[src/common/fio_pkg.sv]
`default_nettype none
package fio_pkg;
    // Register addresses (16-bit register numbers)
    localparam logic [15:0] ADDR_DIR_CHANGE = 16'hecb8;
    localparam logic [15:0] ADDR_DIR_CURRENT = 16'hecb9;
    localparam logic [15:0] ADDR_DIR_MAKE = 16'hecba;
    localparam logic [15:0] ADDR_DIR_REMOVE = 16'hecbb;
    localparam logic [15:0] ADDR_LIST_FIRST = 16'hecc2;
    localparam logic [15:0] ADDR_LIST_NEXT = 16'hecc3;
    localparam logic [15:0] ADDR_OPEN = 16'heccc;
    localparam logic [15:0] ADDR_CLOSE = 16'heccd;
    localparam logic [15:0] ADDR_ATTR = 16'heccf;
    localparam logic [15:0] ADDR_SIZE = 16'hecd4;
    localparam logic [15:0] ADDR_SECTOR = 16'hecd6;
    localparam logic [15:0] ADDR_CLUSTER_SECT = 16'hecd8;
    localparam logic [15:0] ADDR_TOTAL = 16'hecda;
    localparam logic [15:0] ADDR_FREE = 16'hecdc;
    localparam logic [15:0] ADDR_FORMAT = 16'hecde;
    localparam logic [15:0] ADDR_PATH_IN_LEN = 16'hece0;
    localparam logic [15:0] ADDR_PATH_OUT_LEN = 16'hece2;
    localparam logic [15:0] ADDR_PATH_IN_BUF = 16'hecea;
    localparam logic [15:0] ADDR_PATH_OUT_BUF = 16'hecec;
    localparam logic [15:0] ADDR_FILE_WRITE = 16'hecee;
    localparam logic [15:0] ADDR_FILE_READ = 16'hecf0;
    // Result codes
    localparam logic [15:0] CODE_OK = 16'h0000;
    localparam logic [15:0] CODE_NOT_FOUND = 16'h0b90;
    localparam logic [15:0] CODE_LISTING_EXHAUSTED = 16'h0b96;
    localparam logic [15:0] CODE_BAD_ENTRY = 16'h0af9;
    localparam logic [15:0] CODE_UNIMPL = 16'h0f01;
    localparam logic [15:0] CODE_NO_PATH = 16'h0f02;
    localparam logic [15:0] CODE_NOT_OPEN = 16'h0f03;
    localparam logic [15:0] CODE_UNDERRUN = 16'h0f04;
    localparam logic [15:0] CODE_BAD_ADDR = 16'h0f05;
    // Attribute bits, separator, readback length of the root
    localparam int ATTR_DIR_BIT = 4;
    localparam int ATTR_FILE_BIT = 5;
    localparam logic [7:0] SEPARATOR = 8'h2f;
    localparam logic [31:0] ROOT_LEN = 32'h2;
    localparam logic [31:0] RESET_WORD = 32'h0;

    typedef enum logic [6:0] {
        OP_CWD = 7'b0000001,
        OP_FIRST = 7'b0000010,
        OP_NEXT = 7'b0000100,
        OP_CHDIR = 7'b0001000,
        OP_OPEN = 7'b0010000,
        OP_CLOSE = 7'b0100000,
        OP_READ = 7'b1000000
    } fs_op_t;

    typedef struct packed {
        logic write;
        logic [15:0] addr;
        logic [31:0] wdata;
    } req_t;

    typedef struct packed {
        logic [31:0] rdata;
        logic [15:0] code;
    } rsp_t;

    typedef struct packed {
        logic [15:0] code;
        logic is_dir;
        logic [31:0] size;
    } fs_res_t;

    // Format: 0 none/unknown, 1 FAT12, 2 FAT16, 3 FAT32
    typedef struct packed {
        logic [31:0] sector;
        logic [31:0] cluster_sect;
        logic [31:0] total;
        logic [31:0] free;
        logic [1:0] format;
    } disk_t;
endpackage
`default_nettype wire

[src/logic/file_access_register_interface.sv]
`timescale 1ns/10ps
`default_nettype none
module file_access_register_interface #(
    parameter int PATH_DEPTH = 64
) (
    input wire logic clk_sys_i,
    input wire logic srst_i,
    input wire logic req_valid_i,
    output logic req_ready_o,
    input wire fio_pkg::req_t req_i,
    output logic rsp_valid_o,
    input wire logic rsp_ready_i,
    output fio_pkg::rsp_t rsp_o,
    output logic fs_cmd_valid_o,
    input wire logic fs_cmd_ready_i,
    output fio_pkg::fs_op_t fs_op_o,
    output logic [PATH_DEPTH*8-1:0] fs_path_o,
    output logic [31:0] fs_path_len_o,
    output logic fs_path_abs_o,
    input wire logic fs_name_valid_i,
    input wire logic [7:0] fs_name_byte_i,
    input wire logic fs_done_i,
    input wire fio_pkg::fs_res_t fs_res_i,
    input wire fio_pkg::disk_t disk_i
);
    localparam int IW = $clog2(PATH_DEPTH);
    localparam logic [31:0] DEPTH_W = 32'(PATH_DEPTH);

    typedef enum logic [2:0] {
        ST_IDLE = 3'b001,
        ST_ISSUE = 3'b010,
        ST_WAIT = 3'b100
    } state_t;

    state_t state_ff;
    fio_pkg::fs_op_t op_ff;
    fio_pkg::fs_op_t nxt_op;
    logic issue;
    logic take;
    logic push_v;
    fio_pkg::rsp_t push_d;
    logic [7:0] pin_buf_ff [PATH_DEPTH];
    logic [31:0] pin_len_ff;
    logic [31:0] pin_idx_ff;
    logic abs_ff;
    logic [7:0] pout_buf_ff [PATH_DEPTH];
    logic [31:0] pout_len_ff;
    logic [31:0] pout_rd_ff;
    logic [31:0] name_idx_ff;
    logic [15:0] attr_ff;
    logic [31:0] entry_size_ff;
    logic iter_ff;
    logic open_ff;
    logic [31:0] file_size_ff;
    logic [31:0] file_rd_ff;
    fio_pkg::disk_t snap_ff;
    fio_pkg::rsp_t fifo_ff [2];
    logic wp_ff;
    logic rp_ff;
    logic [1:0] cnt_ff;
    logic [31:0] last_idx;
    logic path_ok;
    logic name_op;
    logic done;

    function automatic logic wr(input logic [15:0] a);
        return take && req_i.write && req_i.addr == a;
    endfunction

    function automatic logic rd(input logic [15:0] a);
        return take && !req_i.write && req_i.addr == a;
    endfunction

    assign req_ready_o = state_ff == ST_IDLE && cnt_ff != 2'h2;
    assign take = req_valid_i && req_ready_o;
    assign done = state_ff == ST_WAIT && fs_done_i;
    assign name_op = op_ff == fio_pkg::OP_CWD || op_ff == fio_pkg::OP_FIRST
        || op_ff == fio_pkg::OP_NEXT;
    assign last_idx = pin_len_ff - 32'h1;
    // Length counts the null, all bytes arrived, last one is null
    assign path_ok = pin_len_ff != 32'h0 && pin_len_ff <= DEPTH_W
        && pin_idx_ff == pin_len_ff && pin_buf_ff[last_idx[IW-1:0]] == 8'h0;

    assign fs_cmd_valid_o = state_ff == ST_ISSUE;
    assign fs_op_o = op_ff;
    assign fs_path_len_o = pin_len_ff;
    assign fs_path_abs_o = abs_ff;

    genvar gi;
    generate
        for (gi = 0; gi < PATH_DEPTH; gi++) begin : g_path
            assign fs_path_o[gi*8 +: 8] = pin_buf_ff[gi];
        end
    endgenerate

    always_comb begin
        push_v = 1'b0;
        push_d = '0;
        issue = 1'b0;
        nxt_op = fio_pkg::OP_CWD;
        if (take) begin
            push_v = 1'b1;
            if (wr(fio_pkg::ADDR_PATH_IN_LEN) || wr(fio_pkg::ADDR_PATH_IN_BUF)) begin
                push_d.code = fio_pkg::CODE_OK;
            end else if (rd(fio_pkg::ADDR_PATH_OUT_LEN)) begin
                push_d.rdata = pout_len_ff;
            end else if (rd(fio_pkg::ADDR_PATH_OUT_BUF)) begin
                if (pout_rd_ff < pout_len_ff) begin
                    push_d.rdata = {24'h0, pout_buf_ff[pout_rd_ff[IW-1:0]]};
                end
            end else if (rd(fio_pkg::ADDR_ATTR)) begin
                push_d.rdata = {16'h0, attr_ff};
            end else if (rd(fio_pkg::ADDR_SIZE)) begin
                push_d.rdata = entry_size_ff;
            end else if (rd(fio_pkg::ADDR_SECTOR)) begin
                push_d.rdata = disk_i.sector;
            end else if (rd(fio_pkg::ADDR_CLUSTER_SECT)) begin
                push_d.rdata = snap_ff.cluster_sect;
            end else if (rd(fio_pkg::ADDR_TOTAL)) begin
                push_d.rdata = snap_ff.total;
            end else if (rd(fio_pkg::ADDR_FREE)) begin
                push_d.rdata = snap_ff.free;
            end else if (rd(fio_pkg::ADDR_FORMAT)) begin
                push_d.rdata = {30'h0, disk_i.format};
            end else if (wr(fio_pkg::ADDR_DIR_CURRENT)) begin
                push_v = 1'b0;
                issue = 1'b1;
                nxt_op = fio_pkg::OP_CWD;
            end else if (wr(fio_pkg::ADDR_LIST_FIRST)) begin
                push_v = 1'b0;
                issue = 1'b1;
                nxt_op = fio_pkg::OP_FIRST;
            end else if (wr(fio_pkg::ADDR_LIST_NEXT)) begin
                if (iter_ff) begin
                    push_v = 1'b0;
                    issue = 1'b1;
                    nxt_op = fio_pkg::OP_NEXT;
                end else begin
                    push_d.code = fio_pkg::CODE_BAD_ENTRY;
                end
            end else if (wr(fio_pkg::ADDR_DIR_CHANGE) || wr(fio_pkg::ADDR_OPEN)) begin
                if (path_ok) begin
                    push_v = 1'b0;
                    issue = 1'b1;
                    nxt_op = req_i.addr == fio_pkg::ADDR_OPEN ? fio_pkg::OP_OPEN
                        : fio_pkg::OP_CHDIR;
                end else begin
                    push_d.code = fio_pkg::CODE_NO_PATH;
                end
            end else if (wr(fio_pkg::ADDR_CLOSE)) begin
                if (open_ff) begin
                    push_v = 1'b0;
                    issue = 1'b1;
                    nxt_op = fio_pkg::OP_CLOSE;
                end else begin
                    push_d.code = fio_pkg::CODE_NOT_OPEN;
                end
            end else if (rd(fio_pkg::ADDR_FILE_READ)) begin
                if (!open_ff) begin
                    push_d.code = fio_pkg::CODE_NOT_OPEN;
                end else if (file_rd_ff >= file_size_ff) begin
                    push_d.code = fio_pkg::CODE_UNDERRUN;
                end else begin
                    push_v = 1'b0;
                    issue = 1'b1;
                    nxt_op = fio_pkg::OP_READ;
                end
            end else if (wr(fio_pkg::ADDR_FILE_WRITE) || wr(fio_pkg::ADDR_DIR_MAKE)
                || wr(fio_pkg::ADDR_DIR_REMOVE)) begin
                push_d.code = fio_pkg::CODE_UNIMPL;
            end else begin
                push_d.code = fio_pkg::CODE_BAD_ADDR;
            end
        end else if (done) begin
            push_v = 1'b1;
            push_d.code = fs_res_i.code;
            if (op_ff == fio_pkg::OP_READ) begin
                push_d.rdata = {24'h0, fs_res_i.size[7:0]};
            end
        end
    end

    always_ff @(posedge clk_sys_i) begin
        if (srst_i) begin
            state_ff <= ST_IDLE;
            op_ff <= fio_pkg::OP_CWD;
        end else begin
            case (state_ff)
                ST_IDLE: begin
                    if (issue) begin
                        state_ff <= ST_ISSUE;
                        op_ff <= nxt_op;
                    end
                end
                ST_ISSUE: begin
                    if (fs_cmd_ready_i) begin
                        state_ff <= ST_WAIT;
                    end
                end
                ST_WAIT: begin
                    if (fs_done_i) begin
                        state_ff <= ST_IDLE;
                    end
                end
                default: state_ff <= ST_IDLE;
            endcase
        end
    end

    // Path input buffer, filled one byte per write
    always_ff @(posedge clk_sys_i) begin
        if (srst_i) begin
            pin_len_ff <= fio_pkg::RESET_WORD;
            pin_idx_ff <= fio_pkg::RESET_WORD;
            abs_ff <= 1'b0;
            for (int i = 0; i < PATH_DEPTH; i++) begin
                pin_buf_ff[i] <= 8'h0;
            end
        end else if (wr(fio_pkg::ADDR_PATH_IN_LEN)) begin
            pin_len_ff <= req_i.wdata;
            pin_idx_ff <= fio_pkg::RESET_WORD;
        end else if (wr(fio_pkg::ADDR_PATH_IN_BUF) && pin_idx_ff < DEPTH_W) begin
            pin_buf_ff[pin_idx_ff[IW-1:0]] <= req_i.wdata[7:0];
            pin_idx_ff <= pin_idx_ff + 32'h1;
            if (pin_idx_ff == 32'h0) begin
                abs_ff <= req_i.wdata[7:0] == fio_pkg::SEPARATOR;
            end
        end
    end

    // Readback buffer: cleared at each name request so the null follows the name
    always_ff @(posedge clk_sys_i) begin
        if (srst_i) begin
            pout_len_ff <= fio_pkg::RESET_WORD;
            pout_rd_ff <= fio_pkg::RESET_WORD;
            name_idx_ff <= fio_pkg::RESET_WORD;
            for (int i = 0; i < PATH_DEPTH; i++) begin
                pout_buf_ff[i] <= 8'h0;
            end
        end else if (state_ff == ST_ISSUE && name_op) begin
            name_idx_ff <= fio_pkg::RESET_WORD;
            pout_len_ff <= fio_pkg::RESET_WORD;
            pout_rd_ff <= fio_pkg::RESET_WORD;
            for (int i = 0; i < PATH_DEPTH; i++) begin
                pout_buf_ff[i] <= 8'h0;
            end
        end else if (state_ff == ST_WAIT && name_op) begin
            if (fs_name_valid_i && name_idx_ff < DEPTH_W - 32'h1) begin
                pout_buf_ff[name_idx_ff[IW-1:0]] <= fs_name_byte_i;
                name_idx_ff <= name_idx_ff + 32'h1;
            end
            if (fs_done_i && fs_res_i.code == fio_pkg::CODE_OK) begin
                if (op_ff == fio_pkg::OP_CWD && name_idx_ff == 32'h0) begin
                    pout_buf_ff[0] <= fio_pkg::SEPARATOR;
                    pout_len_ff <= fio_pkg::ROOT_LEN;
                end else begin
                    pout_len_ff <= name_idx_ff + 32'h1;
                end
            end
        end else if (rd(fio_pkg::ADDR_PATH_OUT_BUF) && pout_rd_ff < DEPTH_W) begin
            pout_rd_ff <= pout_rd_ff + 32'h1;
        end
    end

    // Entry attributes, iteration and open-file state
    always_ff @(posedge clk_sys_i) begin
        if (srst_i) begin
            attr_ff <= 16'h0;
            entry_size_ff <= fio_pkg::RESET_WORD;
            iter_ff <= 1'b0;
            open_ff <= 1'b0;
            file_size_ff <= fio_pkg::RESET_WORD;
            file_rd_ff <= fio_pkg::RESET_WORD;
        end else if (done) begin
            if (op_ff == fio_pkg::OP_FIRST || op_ff == fio_pkg::OP_NEXT) begin
                iter_ff <= fs_res_i.code == fio_pkg::CODE_OK;
                if (fs_res_i.code == fio_pkg::CODE_OK) begin
                    attr_ff <= 16'h0;
                    attr_ff[fio_pkg::ATTR_DIR_BIT] <= fs_res_i.is_dir;
                    attr_ff[fio_pkg::ATTR_FILE_BIT] <= !fs_res_i.is_dir;
                    entry_size_ff <= fs_res_i.is_dir ? 32'h0 : fs_res_i.size;
                end
            end
            if (op_ff == fio_pkg::OP_CHDIR && fs_res_i.code == fio_pkg::CODE_OK) begin
                iter_ff <= 1'b0;
            end
            if (op_ff == fio_pkg::OP_OPEN && fs_res_i.code == fio_pkg::CODE_OK) begin
                open_ff <= 1'b1;
                file_size_ff <= fs_res_i.size;
                file_rd_ff <= fio_pkg::RESET_WORD;
            end
            if (op_ff == fio_pkg::OP_CLOSE) begin
                open_ff <= 1'b0;
            end
            if (op_ff == fio_pkg::OP_READ) begin
                file_rd_ff <= file_rd_ff + 32'h1;
            end
        end
    end

    always_ff @(posedge clk_sys_i) begin
        if (srst_i) begin
            snap_ff <= '0;
        end else if (rd(fio_pkg::ADDR_SECTOR)) begin
            snap_ff <= disk_i;
        end
    end

    // Two-entry answer buffer
    always_ff @(posedge clk_sys_i) begin
        if (srst_i) begin
            wp_ff <= 1'b0;
            rp_ff <= 1'b0;
            cnt_ff <= 2'h0;
            fifo_ff[0] <= '0;
            fifo_ff[1] <= '0;
        end else begin
            if (push_v) begin
                fifo_ff[wp_ff] <= push_d;
                wp_ff <= !wp_ff;
            end
            if (rsp_valid_o && rsp_ready_i) begin
                rp_ff <= !rp_ff;
            end
            cnt_ff <= cnt_ff + 2'(push_v) - 2'(rsp_valid_o && rsp_ready_i);
        end
    end

    assign rsp_valid_o = cnt_ff != 2'h0;
    assign rsp_o = fifo_ff[rp_ff];
endmodule // file_access_register_interface
`default_nettype wire

[config.mk]
export PLATFORM = sky130hd
export DESIGN_NAME = file_access_register_interface
export DESIGN_NICKNAME = d
export VERILOG_FILES = /design/src/common/fio_pkg.sv /design/src/logic/file_access_register_interface.sv
export SDC_FILE = /design/constraint.sdc
export NUM_CORES = 2
export LEC_CHECK = 0
export ABC_CLOCK_PERIOD_IN_PS = 20000
export BUFFER_PORTS_ARGS = -buffer_cell sky130_fd_sc_hd__buf_2
export CORE_ASPECT_RATIO = 0.8
export CORE_MARGIN = 2
export CORE_UTILIZATION = 35
export DETAILED_ROUTE_END_ITERATION = 8
export GPL_ROUTABILITY_DRIVEN = 0
export GPL_TIMING_DRIVEN = 0
export PLACE_DENSITY = 0.5
export SYNTH_ARGS = -nofsm -noshare
export SYNTH_HDL_FRONTEND = slang
export SYNTH_SLANG_ARGS = --single-unit
[constraint.sdc]
create_clock -name clk_sys_i -period 20 [get_ports clk_sys_i]
set_input_delay 4 -clock clk_sys_i [delete_from_list [all_inputs] [get_ports clk_sys_i]]
set_output_delay 4 -clock clk_sys_i [all_outputs]
set_load 0.05 [all_outputs]
==> flow_summary.html <==
<table>
<tr><th>Metric</th><th>Value</th></tr>
<tr><th colspan="2">Clocking</th></tr>
<tr><td>TritonCTS clock tree</td><td>yes</td></tr>
<tr><td>Worst-Skew Late Latency</td><td>820 ps</td></tr>
<tr><td>Clock buffers created by TritonCTS</td><td>around 160</td></tr>
<tr><td>Post-CTS resize count</td><td>0</td></tr>
<tr><td>Level count of the clock H-tree</td><td>4</td></tr>
<tr><td>Setup bufs post-CTS</td><td>0</td></tr>
<tr><td>Library cell used as clock root buffer</td><td>clkbuf_16</td></tr>
<tr><td>Max Root-Sink Buffers</td><td>3</td></tr>
<tr><td>Clock-pin slew reported for the worst setup and hold paths after clock tree synthesis</td><td>roughly 60 ps</td></tr>
<tr><td>Number of buffers added to fix hold violations after cts</td><td>0</td></tr>
<tr><td>Sinks on Clock Net</td><td>approximately 1.5k</td></tr>
<tr><th colspan="2">Worst setup path</th></tr>
<tr><td>Cell occurring most often along the worst timing path</td><td>nor2_1</td></tr>
<tr><td>Required time at the worst-slack endpoint</td><td>slightly above 20000 ps</td></tr>
<tr><td>Critical setup path kind</td><td>input pin to flip-flop</td></tr>
<tr><td>Crit-path max cell delay</td><td>approximately 1100 ps</td></tr>
<tr><td>Setup crit start kind</td><td>input pin</td></tr>
<tr><td>Logic depth of the worst register-to-register path</td><td>17</td></tr>
<tr><td>Critical Path Slowest Stage Cell</td><td>clkbuf_1</td></tr>
<tr><td>Type of element capturing the critical path</td><td>flip-flop</td></tr>
<tr><td>CP bufs+invs</td><td>2</td></tr>
<tr><td>Arrival time of the worst setup path</td><td>9550 ps</td></tr>
<tr><td>FF-to-FF Start</td><td>fs_path_len_o[0]</td></tr>
<tr><td>Number of cells on the critical path</td><td>10</td></tr>
<tr><td>Reg2reg end</td><td>fifo_ff[1][20]</td></tr>
<tr><td>Chain of cells forming the critical path</td><td>buf_2, nand4bb_1, nor3_1, nand3_1, nor2_1, nor2_1, and3_1, nand2_1, clkbuf_1, o21ai_0</td></tr>
<tr><td>Top delay family on crit path</td><td>simple AND/OR/NAND/NOR gates</td></tr>
<tr><td>Largest fanout on the critical path</td><td>10</td></tr>
<tr><td>FF-to-FF setup slack</td><td>12230 ps</td></tr>
<tr><th colspan="2">Synth</th></tr>
<tr><td>Portion of the post-synthesis area used by sequential elements</td><td>61.4%</td></tr>
<tr><td>Post-synth EDFFs</td><td>1120</td></tr>
<tr><td>Most used flip-flop cell after synthesis</td><td>edfxtp_1</td></tr>
<tr><td>Number of synthesized register bits</td><td>1498</td></tr>
<tr><td>Net count of the mapped netlist</td><td>5795</td></tr>
<tr><td>Post-synthesis instance area</td><td>roughly 67000 µm²</td></tr>
<tr><td>Asr flop ratio synth</td><td>0%</td></tr>
<tr><td>Count of mapped cells out of synthesis</td><td>5481</td></tr>
<tr><td>Synthesis Warnings</td><td>0</td></tr>
<tr><td>Syn_area_per_cell</td><td>12.2 µm²</td></tr>
<tr><td>Number of different library cells in the post-synthesis netlist</td><td>85</td></tr>
<tr><th colspan="2">Timing</th></tr>
<tr><td>Worst-Margin Slew</td><td>1500 ps</td></tr>
<tr><td>Post-route worst setup slack</td><td>10820 ps</td></tr>
<tr><td>Worst clock skew on the final layout</td><td>70.9 ps</td></tr>
<tr><td>Final Max Slew Viols</td><td>10</td></tr>
<tr><td>Highest clock frequency the design can meet</td><td>109 MHz</td></tr>
<tr><td>Hold Fails Final Rpt</td><td>0</td></tr>
<tr><td>Period utilization</td><td>a little under half</td></tr>
<tr><td>Final critical path time including I/O delays and setup</td><td>9180 ps</td></tr>
<tr><td>RSZ-0062 raised after global routing</td><td>false</td></tr>
<tr><td>Final setup vio count</td><td>0</td></tr>
<tr><td>Slew headroom</td><td>-0.0542%</td></tr>
<tr><td>Setup TNS Final</td><td>0 ps</td></tr>
<tr><th colspan="2">Die</th></tr>
<tr><td>Number of top-level pins</td><td>846</td></tr>
<tr><td>Starting density of the core</td><td>approximately a third</td></tr>
<tr><td>Total number of placement rows</td><td>143</td></tr>
<tr><td>Die outline area</td><td>195000 µm²</td></tr>
<tr><td>Die span in y</td><td>396 µm</td></tr>
<tr><td>Horizontal die dimension</td><td>494 µm</td></tr>
<tr><td>Core area</td><td>190000 µm²</td></tr>
<tr><th colspan="2">Global routing</th></tr>
<tr><td>Maximum number of pins on one net before global-route repair</td><td>28</td></tr>
<tr><td>Number of global-route vias before repair</td><td>approximately 47k</td></tr>
<tr><td>Number of antenna violations at the first check in global routing</td><td>40</td></tr>
<tr><td>Global route overflow</td><td>0</td></tr>
<tr><td>Global-route wire length before repair</td><td>370000 µm</td></tr>
<tr><td>Total global-route track usage</td><td>between 20% and 30%</td></tr>
<tr><th colspan="2">Outcome</th></tr>
<tr><td>Status</td><td>finished, violations left</td></tr>
<tr><td>Failing checks</td><td>capacitance limit, slew limit</td></tr>
<tr><th colspan="2">Cells and area</th></tr>
<tr><td>Total of fill cells in the finished design</td><td>18.2k</td></tr>
<tr><td>Share of post-route cells with drive strength above 1</td><td>21.6%</td></tr>
<tr><td>Post-Layout Inst Area</td><td>between 70000 and 80000 µm²</td></tr>
<tr><td>Area growth from synthesis to layout</td><td>19.1%</td></tr>
<tr><td>Final net count</td><td>6817</td></tr>
<tr><th colspan="2">Pwr</th></tr>
<tr><td>Cell area power density</td><td>91.3 nW/µm²</td></tr>
<tr><td>Int Pwr</td><td>5.32 mW</td></tr>
<tr><td>Switching share of total power</td><td>27.1%</td></tr>
<tr><td>Highest ir drop seen on vdd</td><td>a little under 0.00006 V</td></tr>
<tr><td>Switching pwr</td><td>1.98 mW</td></tr>
<tr><td>Power, Total</td><td>about 7.3 mW</td></tr>
<tr><td>Reg power frac</td><td>between 40% and 50%</td></tr>
<tr><td>Part of the power in combinational logic</td><td>10.4%</td></tr>
<tr><td>Static leakage power</td><td>approximately 29 nW</td></tr>
<tr><td>Clock network power share</td><td>41.3%</td></tr>
<tr><th colspan="2">Hold path</th></tr>
<tr><td>Hold Path Class</td><td>flip-flop to flip-flop</td></tr>
<tr><td>Number of instances on the worst hold path</td><td>2</td></tr>
<tr><td>Hold-critical path endpoint</td><td>snap_ff[59]</td></tr>
<tr><td>Startpoint of the lowest-slack hold path</td><td>snap_ff[59]</td></tr>
<tr><th colspan="2">Run</th></tr>
<tr><td>Max-cap violation count</td><td>2</td></tr>
<tr><th colspan="2">Place</th></tr>
<tr><td>Placement-stage cell area</td><td>74700 µm²</td></tr>
<tr><td>Placed wire-length estimate after detailed placement</td><td>209000 µm</td></tr>
<tr><td>Port-buffer cells</td><td>~830</td></tr>
<tr><td>Setup slack after placement</td><td>~10000 ps</td></tr>
<tr><th colspan="2">Route</th></tr>
<tr><td>Final wirelength</td><td>~270000 µm</td></tr>
<tr><td>Via-to-Cell Ratio</td><td>between 5 and 6</td></tr>
<tr><td>Number of violations reported at the end of detailed-routing iteration 0</td><td>5886</td></tr>
<tr><td>First-pass iteration count of the detailed router</td><td>7</td></tr>
<tr><td>WL/cell</td><td>29.5 µm</td></tr>
<tr><td>Residual DRC count</td><td>0</td></tr>
<tr><td>Remaining antenna violation count after routing</td><td>0</td></tr>
<tr><td>Number of vias after detailed routing</td><td>50.3k</td></tr>
</table>
==> power by group through the flow <==
stage / Sequential [mW] / Combinational (mW) / Clock, mW
after floorplan: 3.76 / 0.287 / 0
after global placement: 3.59 / 0.746 / 0
after detailed placement: 3.59 / 0.753 / 0
after CTS: 3.53 / 0.755 / 3.05
after global routing: 3.54 / 0.777 / 3.16
final: 3.53 / 0.756 / 3.01
==> per-layer routing <==
metal  vias to the layer above  global-route usage, %  part of all wire [%]
met3                       441                   6.38                   9.2
met1                     25700                   37.7                    43
met5                         -                      0                 0.018
met4                         8                   9.49                   4.0
met2                      2348                   40.4                    44
li1                      21800                      -                     -
==> final cells by class <==
| class | count | area [µm²] | area share, % |
|---|---|---|---|
| Clock inverter | 80 | 891 | 1.11 |
| Inverter | 96 | 360 | 0.451 |
| Clock buffer | 209 | 4300 | 5.38 |
| Antenna cell | 16 | 40.0 | 0.0501 |
| Timing Repair Buffer | 859 | 4410 | 5.51 |
| Buffer | 364 | 1460 | 1.82 |
| Sequential cell | 1498 | 41200 | 51.5 |
| Tap cell | 2537 | 3170 | 3.97 |
| Multi-Input combinational cell | 3523 | 24100 | 30.2 |
==> placed cells by master (no fill, tap or decap), types with 30 or more instances in the layout <==
master     netlist  routed
nand3_1         61      61
buf_2           45     886
nor4_1         134     134
xor2_1          60      59
nor3_1          63      62
xnor2_1         42      41
nand2_1        387     386
and2_1        1100    1100
mux2i_1         39      39
a211oi_1        30      30
mux4_2         183     183
mux2_2          57      57
buf_1           33      33
o21ai_0        169     120
a21oi_1        217     217
clkbuf_1       277     316
inv_1           94      94
dfxtp_1        378     378
a221oi_1        47      47
clkbuf_16        0     162
nor2_1         447     447
edfxtp_1      1120    1120
nor3b_1         40      40
ha_1            71      71
o21ai_1          4      52
nand4_1         46      46
==> cells in the mapped netlist, drive strengths merged (9+ instances only) <==
| cell | count | area, µm² |
|---|---|---|
| edfxtp | 1120 | 33600 |
| a22oi | 11 | 82.6 |
| and4 | 11 | 96.3 |
| and2 | 1100 | 6880 |
| nor3b | 40 | 300 |
| xor2 | 60 | 526 |
| a221o | 9 | 90.1 |
| mux4 | 183 | 4120 |
| nor4 | 139 | 901 |
| nor3 | 67 | 368 |
| a21o | 24 | 180 |
| a211oi | 30 | 225 |
| a221oi | 47 | 412 |
| clkbuf | 278 | 1040 |
| and3 | 22 | 138 |
| nand4 | 48 | 313 |
| nor2b | 15 | 93.8 |
| mux2 | 57 | 642 |
| inv | 95 | 357 |
| a31oi | 24 | 165 |
| mux2i | 39 | 390 |
| xnor2 | 43 | 395 |
| nor2 | 457 | 1740 |
| nand2b | 14 | 87.6 |
| or4 | 24 | 180 |
| or2 | 19 | 119 |
| nand3 | 61 | 305 |
| dfxtp | 378 | 7570 |
| ha | 71 | 888 |
| nand2 | 389 | 1470 |
| buf | 86 | 413 |
| o21ai | 173 | 866 |
| or3 | 27 | 169 |
| a21oi | 217 | 1090 |
==> kinds of logic after synthesis <==
logic type	count (synthesis)	share of synthesized area [%]
xor+xnor	103	1.37
fa+ha+maj	71	1.32
simple gates	2458	19.9
compound gates	612	5.59
buf+inv	460	2.71
flops	1498	61.4
mux	279	7.68
==> sequential cells by signal (all words and copies together), names as in the netlist, named ones only <==
register,cells
iter_ff,1
file_rd_ff,32
open_ff,1
rp_ff,1
pin_buf_ff,512
file_size_ff,32
state_ff,3
pin_idx_ff,32
attr_ff,2
cnt_ff,2
snap_ff,96
fs_path_len_o,32
name_idx_ff,32
pout_len_ff,32
entry_size_ff,32
fs_op_o,7
fs_path_abs_o,1
pout_buf_ff,512
pout_rd_ff,32
fifo_ff,96
wp_ff,1
==> stage by stage <==
stage / utilization, % / hold WS, ps / std cells
6_report: 42.0 / 451 / 9182
5_1_grt: 42.0 / 475 / 9176
4_1_cts: 42.0 / 449 / 9161
3_5_place_dp: 39.3 / 441 / 8872
3_3_place_gp: 39.1 / 438 / 8852
2_1_floorplan: - / 426 / 5481
==> worst max path at each step <==
stage          startpoint           endpoint  slack (ps)
3_5_place_dp    req_i[40]  pin_buf_ff[14][3]       10120
6_report        req_i[40]  pin_buf_ff[54][5]       10820
3_3_place_gp    req_i[44]     fifo_ff[0][34]        6830
4_1_cts         req_i[40]  pin_buf_ff[14][3]       10970
2_1_floorplan   req_i[44]      fifo_ff[0][0]       10550
5_1_grt         req_i[40]  pin_buf_ff[46][6]       10820
==> worst min-delay path, delay by kind of cell, from the launching register on <==
| kind | cells | cell delay, ps |
|---|---|---|
| flip-flops | 1 | 310 |
| AO/OA/AOI/OAI | 1 | 50 |
| AND/OR/NAND/NOR | 1 | 50 |
Power figures use the tool's default switching activity.
